--- src/hdl/wdt_pkg.sv ---
// Package: constants for the watchdog and interval timer.
// Assumes a single 100 MHz core clock that also serves as peripheral clock.
package wdt_pkg;
	localparam int CLK_MHZ = 100;
	localparam logic [3:0] ADDR_COUNTER = 4'h0;
	localparam logic [3:0] ADDR_CTRL = 4'h4;
	localparam logic [3:0] ADDR_IRQ_STATUS = 4'h8;
	localparam logic [3:0] ADDR_IRQ_MASK = 4'hC;
	localparam logic [7:0] KEY_COUNTER = 8'h5A;
	localparam logic [7:0] KEY_CTRL = 8'hA5;
	localparam int BIT_RUN = 7;
	localparam int BIT_MODE = 6;
	localparam int BIT_RST_KIND = 5;
	localparam int BIT_WD_OVF = 4;
	localparam int BIT_IT_OVF = 3;
	localparam logic [7:0] CTRL_RESET = 8'h00;
	localparam logic [7:0] CTRL_FLAG_MASK = 8'h18;
	localparam logic [7:0] COUNT_MAX = 8'hFF;
	localparam int PRESCALE_W = 12;
	localparam int MANUAL_PULSE_CYCLES = 5;
	localparam int IRQ_WD = 0;
	localparam int IRQ_IT = 1;
	localparam logic [1:0] IRQ_ZERO = 2'h0;
endpackage

--- src/hdl/wdt_tick_if.sv ---
// Interface: count tick passed from the prescaler to the timer core.
// Assumes both ends share the core clock.
`timescale 1ns/1ps
interface wdt_tick_if;
	logic run;
	logic [2:0] sel;
	logic tick;
	modport src (input run, input sel, output tick);
	modport dst (output run, output sel, input tick);
endinterface // wdt_tick_if

--- src/hdl/wdt_prescaler.sv ---
// Prescaler: one-cycle count enable at the selected division ratio.
// Assumes the select is steady while the timer runs.
`timescale 1ns/1ps
module wdt_prescaler (
	// Clock and reset
	input wire logic i_core_clk,
	input wire logic i_rst,
	// Tick
	wdt_tick_if.src tk
);
	import wdt_pkg::*;
	logic [PRESCALE_W-1:0] pre_reg;
	logic [PRESCALE_W-1:0] lim;
	always_comb begin
		case (tk.sel)
			3'h0: lim = 12'h000;
			3'h1: lim = 12'h003;
			3'h2: lim = 12'h00F;
			3'h3: lim = 12'h01F;
			3'h4: lim = 12'h03F;
			3'h5: lim = 12'h0FF;
			3'h6: lim = 12'h3FF;
			default: lim = 12'hFFF;
		endcase
	end
	// Divider clears while stopped so a restart gives a full first period
	always_ff @(posedge i_core_clk or posedge i_rst) begin
		if (i_rst) begin
			pre_reg <= '0;
		end else if (!tk.run || pre_reg >= lim) begin
			pre_reg <= '0;
		end else begin
			pre_reg <= pre_reg + 12'h001;
		end
	end
	assign tk.tick = tk.run && (pre_reg >= lim);
	a_tick_div1: assert property (@(posedge i_core_clk) disable iff (i_rst)
		(tk.run && tk.sel == 3'h0) |-> tk.tick)
		else $error("divide by one does not tick every cycle");
	a_tick_div4: assert property (@(posedge i_core_clk) disable iff (i_rst)
		(tk.tick && tk.sel == 3'h1) ##1 (tk.run && tk.sel == 3'h1)
		|-> !tk.tick)
		else $error("divide by four spacing wrong");
	a_tick_spacing: assert property (@(posedge i_core_clk) disable iff (i_rst)
		(tk.tick && tk.sel == 3'h1) ##1 (tk.run && tk.sel == 3'h1) [*4]
		|-> ##0 tk.tick)
		else $error("divide by four tick missing");
endmodule // wdt_prescaler

--- src/hdl/wdt_core.sv ---
// Watchdog and interval timer: 8-bit counter, keyed counter and control writes,
// reset pulse generation and an interval interrupt.
// Assumes a simple one-cycle register port on the core clock.
`timescale 1ns/1ps
module wdt_core (
	// Clock and reset
	input wire logic i_core_clk,
	input wire logic i_rst,
	// Register port
	input wire logic [3:0] i_addr,
	input wire logic [15:0] i_wdata,
	input wire logic i_wr,
	input wire logic i_rd,
	output logic [15:0] o_rdata,
	// Interrupt to the interrupt controller
	output logic o_irq,
	output logic o_interval_irq,
	// Reset requests and pins
	output logic o_poweron_rst,
	output logic o_manual_rst,
	output logic o_reset_out_pin_n,
	output logic o_state_out_pin_0,
	output logic o_state_out_pin_1
);
	import wdt_pkg::*;

	typedef enum logic [1:0] {ST_IDLE, ST_POWERON, ST_MANUAL} rst_state_e;

	wdt_tick_if tk ();
	wdt_prescaler u_pre (
		.i_core_clk(i_core_clk),
		.i_rst(i_rst),
		.tk(tk)
	);

	logic [7:0] wd_counter_reg;
	logic [7:0] wd_ctrl_status_reg;
	logic [1:0] irq_status_reg;
	logic [1:0] irq_mask_reg;
	logic [15:0] rdata_reg;
	logic [3:0] pulse_cnt_reg;
	rst_state_e rst_state_reg;
	logic wr_cnt_ok;
	logic wr_ctrl_ok;
	logic overflow;
	logic wd_ovf_evt;
	logic it_ovf_evt;

	wire timer_run_bit = wd_ctrl_status_reg[BIT_RUN];
	wire wd_or_interval_select = wd_ctrl_status_reg[BIT_MODE];
	wire reset_kind_select = wd_ctrl_status_reg[BIT_RST_KIND];

	// Byte or wrong-key writes are dropped silently
	assign wr_cnt_ok = i_wr && i_addr == ADDR_COUNTER &&
		i_wdata[15:8] == KEY_COUNTER;
	assign wr_ctrl_ok = i_wr && i_addr == ADDR_CTRL &&
		i_wdata[15:8] == KEY_CTRL;

	assign tk.run = timer_run_bit;
	assign tk.sel = wd_ctrl_status_reg[2:0];

	assign overflow = tk.tick && wd_counter_reg == COUNT_MAX;
	assign wd_ovf_evt = overflow && wd_or_interval_select;
	assign it_ovf_evt = overflow && !wd_or_interval_select;

	// A tick coinciding with a software write loses to the write
	always_ff @(posedge i_core_clk or posedge i_rst) begin
		if (i_rst) begin
			wd_counter_reg <= '0;
		end else if (wr_cnt_ok) begin
			wd_counter_reg <= i_wdata[7:0];
		end else if (tk.tick) begin
			wd_counter_reg <= wd_counter_reg + 8'h01;
		end
	end

	// Flags: hardware set wins over a software write of zero
	always_ff @(posedge i_core_clk or posedge i_rst) begin
		if (i_rst) begin
			wd_ctrl_status_reg <= CTRL_RESET;
		end else begin
			if (wr_ctrl_ok) begin
				wd_ctrl_status_reg <= i_wdata[7:0];
			end
			if (wd_ovf_evt) begin
				wd_ctrl_status_reg[BIT_WD_OVF] <= 1'b1;
			end
			if (it_ovf_evt) begin
				wd_ctrl_status_reg[BIT_IT_OVF] <= 1'b1;
			end
		end
	end

	// Reset pulse; kind only matters in watchdog mode
	always_ff @(posedge i_core_clk or posedge i_rst) begin
		if (i_rst) begin
			rst_state_reg <= ST_IDLE;
			pulse_cnt_reg <= '0;
		end else begin
			case (rst_state_reg)
				ST_IDLE: begin
					if (wd_ovf_evt) begin
						rst_state_reg <= reset_kind_select ?
							ST_MANUAL : ST_POWERON;
						pulse_cnt_reg <= 4'(MANUAL_PULSE_CYCLES - 1);
					end
				end
				ST_POWERON: begin
					if (tk.tick) begin
						rst_state_reg <= ST_IDLE;
					end
				end
				ST_MANUAL: begin
					if (pulse_cnt_reg == 4'h0) begin
						rst_state_reg <= ST_IDLE;
					end else begin
						pulse_cnt_reg <= pulse_cnt_reg - 4'h1;
					end
				end
				default: rst_state_reg <= ST_IDLE;
			endcase
		end
	end

	wire rst_active = rst_state_reg != ST_IDLE;
	assign o_poweron_rst = rst_state_reg == ST_POWERON;
	assign o_manual_rst = rst_state_reg == ST_MANUAL;
	assign o_reset_out_pin_n = !rst_active;
	assign o_state_out_pin_0 = rst_active;
	assign o_state_out_pin_1 = rst_active;
	assign o_interval_irq = wd_ctrl_status_reg[BIT_IT_OVF] &&
		!wd_or_interval_select;

	// Sticky interrupt status, write one to clear; set wins
	always_ff @(posedge i_core_clk or posedge i_rst) begin
		if (i_rst) begin
			irq_status_reg <= IRQ_ZERO;
		end else begin
			for (int k = 0; k < 2; k++) begin
				if ((k == IRQ_WD && wd_ovf_evt) ||
					(k == IRQ_IT && it_ovf_evt)) begin
					irq_status_reg[k] <= 1'b1;
				end else if (i_wr && i_addr == ADDR_IRQ_STATUS &&
					i_wdata[k]) begin
					irq_status_reg[k] <= 1'b0;
				end
			end
		end
	end

	always_ff @(posedge i_core_clk or posedge i_rst) begin
		if (i_rst) begin
			irq_mask_reg <= IRQ_ZERO;
		end else if (i_wr && i_addr == ADDR_IRQ_MASK) begin
			irq_mask_reg <= i_wdata[1:0];
		end
	end

	assign o_irq = |(irq_status_reg & irq_mask_reg);

	// Read data one cycle after the strobe, zero otherwise
	always_ff @(posedge i_core_clk or posedge i_rst) begin
		if (i_rst) begin
			rdata_reg <= '0;
		end else if (i_rd) begin
			case (i_addr)
				ADDR_COUNTER: rdata_reg <= {8'h00, wd_counter_reg};
				ADDR_CTRL: rdata_reg <= {8'h00, wd_ctrl_status_reg};
				ADDR_IRQ_STATUS: rdata_reg <= {14'h0000, irq_status_reg};
				ADDR_IRQ_MASK: rdata_reg <= {14'h0000, irq_mask_reg};
				default: rdata_reg <= '0;
			endcase
		end else begin
			rdata_reg <= '0;
		end
	end
	assign o_rdata = rdata_reg;

	a_wd_flag_set: assert property (@(posedge i_core_clk) disable iff (i_rst)
		wd_ovf_evt |=> wd_ctrl_status_reg[BIT_WD_OVF])
		else $error("watchdog flag not set on overflow");
	a_reset_starts: assert property (@(posedge i_core_clk) disable iff (i_rst)
		(wd_ovf_evt && !rst_active) |=> !o_reset_out_pin_n)
		else $error("no reset after watchdog overflow");
	a_wrap_counts: assert property (@(posedge i_core_clk) disable iff (i_rst)
		(overflow && !wr_cnt_ok) |=> wd_counter_reg == 8'h00)
		else $error("counter did not wrap to zero");
	a_pins_agree: assert property (@(posedge i_core_clk) disable iff (i_rst)
		!o_reset_out_pin_n |-> (o_state_out_pin_0 && o_state_out_pin_1))
		else $error("state pins not high during reset");
	a_manual_len: assert property (@(posedge i_core_clk) disable iff (i_rst)
		$rose(o_manual_rst) |-> o_manual_rst [*5] ##1 !o_manual_rst)
		else $error("manual reset pulse not five cycles");
	a_it_flag_set: assert property (@(posedge i_core_clk) disable iff (i_rst)
		it_ovf_evt |=> (wd_ctrl_status_reg[BIT_IT_OVF] && o_interval_irq))
		else $error("interval flag or request missing");
	a_kind_select: assert property (@(posedge i_core_clk) disable iff (i_rst)
		(wd_ovf_evt && !rst_active && reset_kind_select) |=> o_manual_rst)
		else $error("manual reset not chosen");
	a_it_no_wdflag: assert property (@(posedge i_core_clk) disable iff (i_rst)
		(it_ovf_evt && !wr_ctrl_ok) |=> !$rose(wd_ctrl_status_reg[BIT_WD_OVF]))
		else $error("watchdog flag set in interval mode");
	a_key_guard: assert property (@(posedge i_core_clk) disable iff (i_rst)
		(i_wr && i_addr == ADDR_CTRL && i_wdata[15:8] != KEY_CTRL &&
		!overflow) |=> $stable(wd_ctrl_status_reg))
		else $error("unkeyed control write took effect");
	a_run_counts: assert property (@(posedge i_core_clk) disable iff (i_rst)
		(tk.tick && !wr_cnt_ok) |=> wd_counter_reg == $past(wd_counter_reg)
		+ 8'h01)
		else $error("counter did not advance on tick");
endmodule // wdt_core

--- config.mk ---
export PLATFORM = sky130hd
export DESIGN_NAME = wdt_core
export DESIGN_NICKNAME = d
export VERILOG_FILES = /design/src/hdl/wdt_pkg.sv /design/src/hdl/wdt_tick_if.sv /design/src/hdl/wdt_prescaler.sv /design/src/hdl/wdt_core.sv
export SDC_FILE = /design/constraint.sdc
export NUM_CORES = 1
export LEC_CHECK = 0
export BUFFER_PORTS_ARGS = -buffer_cell sky130_fd_sc_hd__buf_2
export CAP_MARGIN = 20
export CORE_MARGIN = 4
export CORE_UTILIZATION = 60
export DETAILED_ROUTE_END_ITERATION = 12
export MAX_ROUTING_LAYER = met4
export PLACE_DENSITY_LB_ADDON = 0.25
export RECOVER_POWER = 50
export SETUP_SLACK_MARGIN = 0.3
export SYNTH_ARGS = -nofsm -noshare
export SYNTH_HDL_FRONTEND = slang
export SYNTH_HIERARCHICAL = 1
export SYNTH_SLANG_ARGS = --single-unit
--- constraint.sdc ---
create_clock -name i_core_clk -period 6.8 [get_ports i_core_clk]
set_input_delay 0.68 -clock i_core_clk [delete_from_list [all_inputs] [get_ports i_core_clk]]
set_output_delay 0.68 -clock i_core_clk [all_outputs]
set_load 0.1 [all_outputs]
=== Word-level counts from Yosys, hierarchy flattened ===
Index checks and enable logic that the tools add are counted.

* Muxes and demuxes: 21
* Equal/unequal tests: 18
* Magnitude comparators: 1
* Reductions and logical operators: 31
* $add $sub $neg: 3
* Bitwise operators: 1

{| class="wikitable"
|+ Operators by type and width
! cell !! count
|-
| 12-bit case mux with 7 select lines || 1
|-
| 8-bit case mux with 4 select lines || 1
|-
| 8-bit == test, second input constant || 2
|-
| 16-bit 2-to-1 mux || 1
|-
| 8-bit 2-to-1 mux || 2
|-
| 2-bit nonzero test || 7
|-
| 1-bit logical AND || 13
|-
| 12-bit by 1-bit adder with 12-bit output, second input constant || 1
|-
| 12-bit greater-or-equal comparator || 1
|-
| 12-bit 2-to-1 mux || 1
|-
| 3-bit == test, second input constant || 3
|-
| 8-bit by 1-bit adder with 8-bit output, second input constant || 1
|-
| 4-bit == test, second input constant || 2
|-
| 8-bit by 7-bit == test with 1-bit output, second input constant || 1
|-
| 4-bit logical NOT || 2
|-
| 2-bit 2-to-1 mux || 4
|-
| 4-bit 2-to-1 mux || 2
|-
| 4-bit case mux with 2 select lines || 1
|-
| 3-bit by 2-bit == test with 1-bit output, second input constant || 2
|-
| 1-bit 2-to-1 mux || 6
|-
| 2-bit case mux with 3 select lines || 1
|-
| 3-bit AND reduction || 2
|-
| 5-bit 2-to-1 mux || 1
|-
| 4-bit by 3-bit == test with 1-bit output, second input constant || 1
|-
| other kinds (12) || 16
|}

* Input bits: 24
* Logic and storage cells: 86
* Bits in registers: 54

=== Logic depth before layout (Yosys ltp) ===
* Depth after elaboration: 8
* Mapped depth: 12

=== Cells and area by module ===
The synthesis kept the hierarchy.

{| class="wikitable"
|+ Modules (own cells, without submodules)
! module !! cells each !! seq. area each (µm²) !! area each (µm²) !! times used
|-
| wdt_core || 166 || 850.8 || 1824.2 || 1
|-
| wdt_prescaler || 89 || 300.3 || 835.8 || 1
|}

=== Worst setup path after synthesis ===
OpenSTA, ideal clock, no wires.

* Kind: register to output
* From: register rst_state_reg[0]
* To: output port o_state_out_pin_1
* Path buffers: 2
* Slack: 2887 ps
* Required time: 6120 ps
* Data arrival time: 3233 ps
* Cell stages (with the launch flop): 5
* Cells stage by stage: dfrtp_1 -> clkbuf_1 -> nor2_1 -> inv_1 -> buf_4

* Word-level cells in the longest chain between the ends: 1

{| class="wikitable"
|+ RTL lines
! element !! line !! source
|-
| start, declared || wdt_core.sv:42 || <nowiki>rst_state_e rst_state_reg;</nowiki>
|-
| start signal, assigned || wdt_core.sv:103 || <nowiki>rst_state_reg <= reset_kind_select ?</nowiki>
|-
| 2-bit nonzero test || wdt_core.sv:125 || <nowiki>wire rst_active = rst_state_reg != ST_IDLE;</nowiki>
|-
| end, declared || wdt_core.sv:23 || <nowiki>output logic o_state_out_pin_1</nowiki>
|}

No other way between the ends.

=== Worst setup path after layout ===
* From: register wd_ctrl_status_reg[2]
* To: register pulse_cnt_reg[0]

* Word-level cells in the longest chain between the ends: 8
* Elaborated cells on any way between the ends: 14
* Those cells by class: order compare: 1; eq/ne: 7; mux: 1; reduce/logical: 5

{| class="wikitable"
|+ RTL lines
! element !! line !! source
|-
| start, declared || wdt_core.sv:37 || <nowiki>logic [7:0] wd_ctrl_status_reg;</nowiki>
|-
| start signal, assigned || wdt_core.sv:83 || <nowiki>wd_ctrl_status_reg <= i_wdata[7:0];</nowiki>
|-
| 3-bit == test, or another cell as far along || wdt_prescaler.sv:15 || <nowiki>case (tk.sel)</nowiki>
|-
| 12-bit case mux with 7 select lines * || wdt_prescaler.sv:15 ||
|-
| 12-bit greater-or-equal comparator * || wdt_prescaler.sv:36 || <nowiki>assign tk.tick = tk.run && (pre_reg >= lim);</nowiki>
|-
| 1-bit logical AND * || wdt_prescaler.sv:36 ||
|-
| via tk.tick || wdt_tick_if.sv:7 || <nowiki>logic tick;</nowiki>
|-
| 1-bit logical AND * || wdt_core.sv:62 || <nowiki>assign overflow = tk.tick && wd_counter_reg == COUNT_MAX;</nowiki>
|-
| 1-bit logical AND * || wdt_core.sv:63 || <nowiki>assign wd_ovf_evt = overflow && wd_or_interval_select;</nowiki>
|-
| 2-bit inequality test (no line) * || -- ||
|-
| 3-bit AND reduction (no line) * || -- ||
|-
| end signal, assigned || wdt_core.sv:105 || <nowiki>pulse_cnt_reg <= 4'(MANUAL_PULSE_CYCLES - 1);</nowiki>
|-
| end signal, assigned || wdt_core.sv:117 || <nowiki>pulse_cnt_reg <= pulse_cnt_reg - 4'h1;</nowiki>
|-
| end, declared || wdt_core.sv:41 || <nowiki>logic [3:0] pulse_cnt_reg;</nowiki>
|}

The timed path passes the listed nets; every way through them passes the cells marked *.
A chain may end at the register's enable or synchronous reset.

==> impl_metrics.yaml <==
run_status:
  status: "complete, but fails checks"
  violations: "max-capacitance violations, max-slew violations"
worst_setup_path:
  reg2regPathDepth: 11
  r2r-end: "pulse_cnt_reg[0]"
  worstPathCellList: "nand3_1 > ha_1 > and4_1 > nand3_1 > or3_1 > o21ai_0 > and2_1 > nand3_1 > nor4_2 > o21ai_0 > o2bb2ai_1"
  slowest_stage: "dfrtp_1"
  worstPathRequired_ns: 6.99
  arrival_ns: 3.38
  r2r_setup_slack_ns: 3.61
  endpoint_kind: "flip-flop"
  crit_path_start_kind: "flip-flop"
  critPathMaxFanout: 9
  critPathMaxStageDelay_ns: 0.51
  r2r-start: "wd_ctrl_status_reg[2]"
  crit_type: "reg2reg"
  cpMostUsedCell: "nand3_1"
power_and_ir_drop:
  leakagePower_uw: 0.00146
  ir_drop_uv: 131
  p_per_area_nw_per_um2: 191
cts:
  post_cts_buffers: 0
  numCtsBuffers: 5
  clock_path_buffers: 2
  cts_tree: "done"
  clk_pin_slew_ns: 0.09
  post_cts_resized: 0
  root_buffer: "clkbuf_8"
  cts_hold_buffers: 0
  insertion_delay_ns: 0.30
  htree_levels: 2
  clock_sinks: 46
layout:
  regArea_sq_um: 1150
  final_nets: 331
  drive_gt1_share_pct: 20.7
  syn_to_final_growth_pct: 10.1
  largest_register_ff_count: 12
  multiInputGateArea_sq_um: 1380
  utilization_pct: 70.7
  fin_area_sq_um: 2930
  instances_no_fill: 345
  antenna_cells: 0
  fillers: 318
timing:
  whs_ns: 0.363
  rsz0062_at_grt: "false"
  period_share_pct: 46.9
  hold_viol_final: 0
  min_period_ns: 3.19
  setup_viol: 0
  fin_skew_ns: 0.00788
  max_freq_mhz: 314
  worst_pin_slew_ns: 1.80
  slew_viol_final: 35
  slew_headroom_pct: -19.9
  finalSetupTns_ns: 0
synthesis:
  synth_cells: 255
  yosysUniqueCellTypes: 52
  yosysWarnings: 6
  synth_area_sq_um: 2660
  synth_edf_count: 0
  synth_top_flop_cell: "dfrtp_1"
  synth_seq_cells: 46
  postSynthAreaPerCell_sq_um: 10.4
  async_flop_share_pct: 100
  seq_area_frac_synth_pct: 43.3
grt:
  met2_usage_pct: 34.3
  busiest_layer: "met2"
  grt_pass1_wl_um: 8960
  antenna_found_initial: 0
  grt_pass1_vias: 1937
  grtUsageTotal_pct: 21.7
  use_met1_pct: 28.5
  grt_max_degree: 35
  use_met3_pct: 3.65
  grt-ovfl-total: 0
die:
  coreArea_sq_um: 4140
  die_width_um: 74.6
  die_area_sq_um: 5560
  row_count: 23
  die_y_um: 74.6
  ios: 47
  initial_utilization_pct: 64.2
detailed_routing:
  drc: 0
  drt-initial-drc-count: 139
  num_vias: 1955
  wl_per_cell_um: 15.2
  detail_route.first_pass.iterations: 4
  detail-route-antenna-nets: 0
  drt-total-wl_um: 5260
  via_per_inst: 5.67
placed_design:
  dp_hpwl_um: 3980
  place_area_sq_um: 2840
  gp_congestion: 0.817
  io_buffers: 38
  dpl.cell_count: 337
job:
  maxCapViolCount: 1
min_path:
  hold_path.class: "in2async"
[critical path, delay by kind of cell, from the launching register on]
family / cells / cell delay (ns)
AO/OA/AOI/OAI: 3 / 0.55
adder cells (fa/ha/maj): 1 / 0.33
flip-flops: 1 / 0.51
AND/OR/NAND/NOR: 7 / 1.68
[stage by stage]
step                total power [uW]  setup slack [ns]
floorplan                        370              2.89
finish                           558              3.61
CTS                              562              3.61
global placement                 386              3.82
global route                     579              3.19
detailed placement               388              3.66
[how the worst max path moves through the flow]
stage / slack, ns / endpoint / cells past startpoint / from
after floorplan: 2.89 / o_state_out_pin_1 / 4 / rst_state_reg[0]
after global placement: 3.82 / pulse_cnt_reg[0] / 11 / wd_ctrl_status_reg[2]
after detailed placement: 3.66 / pulse_cnt_reg[0] / 11 / wd_ctrl_status_reg[2]
after CTS: 3.61 / rst_state_reg[0] / 11 / wd_ctrl_status_reg[2]
after global routing: 3.19 / rst_state_reg[0] / 11 / wd_ctrl_status_reg[2]
final: 3.61 / pulse_cnt_reg[0] / 11 / wd_ctrl_status_reg[2]
[cells in the final DEF (no fill, tap or decap), drive strengths merged, types with 5 or more instances in the layout]
cell type and instances:
a21oi 15, nand2 11, xnor2 5, nor2 36, xor2 12, mux2i 8, nand4 7, ha 13
inv 14, conb 8, mux2 8, nand3 10, clkbuf 9, o21ai 6, buf 36, dfrtp 46
[where the power goes]
| group | switching (uW) | total, uW | internal, uW | leakage, uW |
|---|---|---|---|---|
| sequential | 11.2 | 295 | 284 | 0.000592 |
| combinational | 62.7 | 87.7 | 25.0 | 0.000817 |
| clock | 93.4 | 175 | 81.8 | 0.0000472 |
[cell families (layout without fill, tap and decap cells)]
family / after synthesis / after routing / synth area share (%)
other: 1 / 8 / 0.141
AND/OR/NAND/NOR: 93 / 93 / 19.6
multiplexers: 18 / 18 / 9.22
flip-flops: 46 / 46 / 43.3
buffers and inverters: 28 / 61 / 5.97
adder cells (fa/ha/maj): 13 / 13 / 6.11
AO/OA/AOI/OAI: 39 / 39 / 10.1
XOR/XNOR: 17 / 17 / 5.60
[cell usage after synthesis (all sizes together) (2+ instances only)]
cell type / instances / area share [%]
dfrtp: 46 / 43
nor2: 36 / 5.1
a21oi: 15 / 2.8
inv: 14 / 2.0
buf: 13 / 3.9
ha: 13 / 6.1
xor2: 12 / 4.0
nand2: 11 / 1.6
nand3: 10 / 1.9
mux2: 8 / 4.2
mux2i: 8 / 3.0
nand4: 7 / 1.9
o21ai: 6 / 1.3
xnor2: 5 / 1.6
o2bb2ai: 4 / 1.3
or3: 4 / 0.94
and2: 3 / 0.71
and3: 3 / 0.71
nor3: 3 / 0.56
a211o: 2 / 0.66
a21o: 2 / 0.56
and4: 2 / 0.66
mux4: 2 / 2.0
nand2b: 2 / 0.47
nor3b: 2 / 0.56
nor4: 2 / 0.71
o21a: 2 / 0.56
[layer usage]
layer	wire, um	part of all wire (%)
met5	0	0
met4	108	2.1
met3	194	3.7
met2	2600	49
met1	2350	45
[layout make-up]
type	count	area share, %
multi-input cells	188	47.0
flip-flops and latches	46	39.3
repair buffers	39	6.54
clock buffers	6	2.82
clock inverters	2	0.427
well taps	50	2.14
inverters	14	1.79
(Power assumes the default switching activity.)
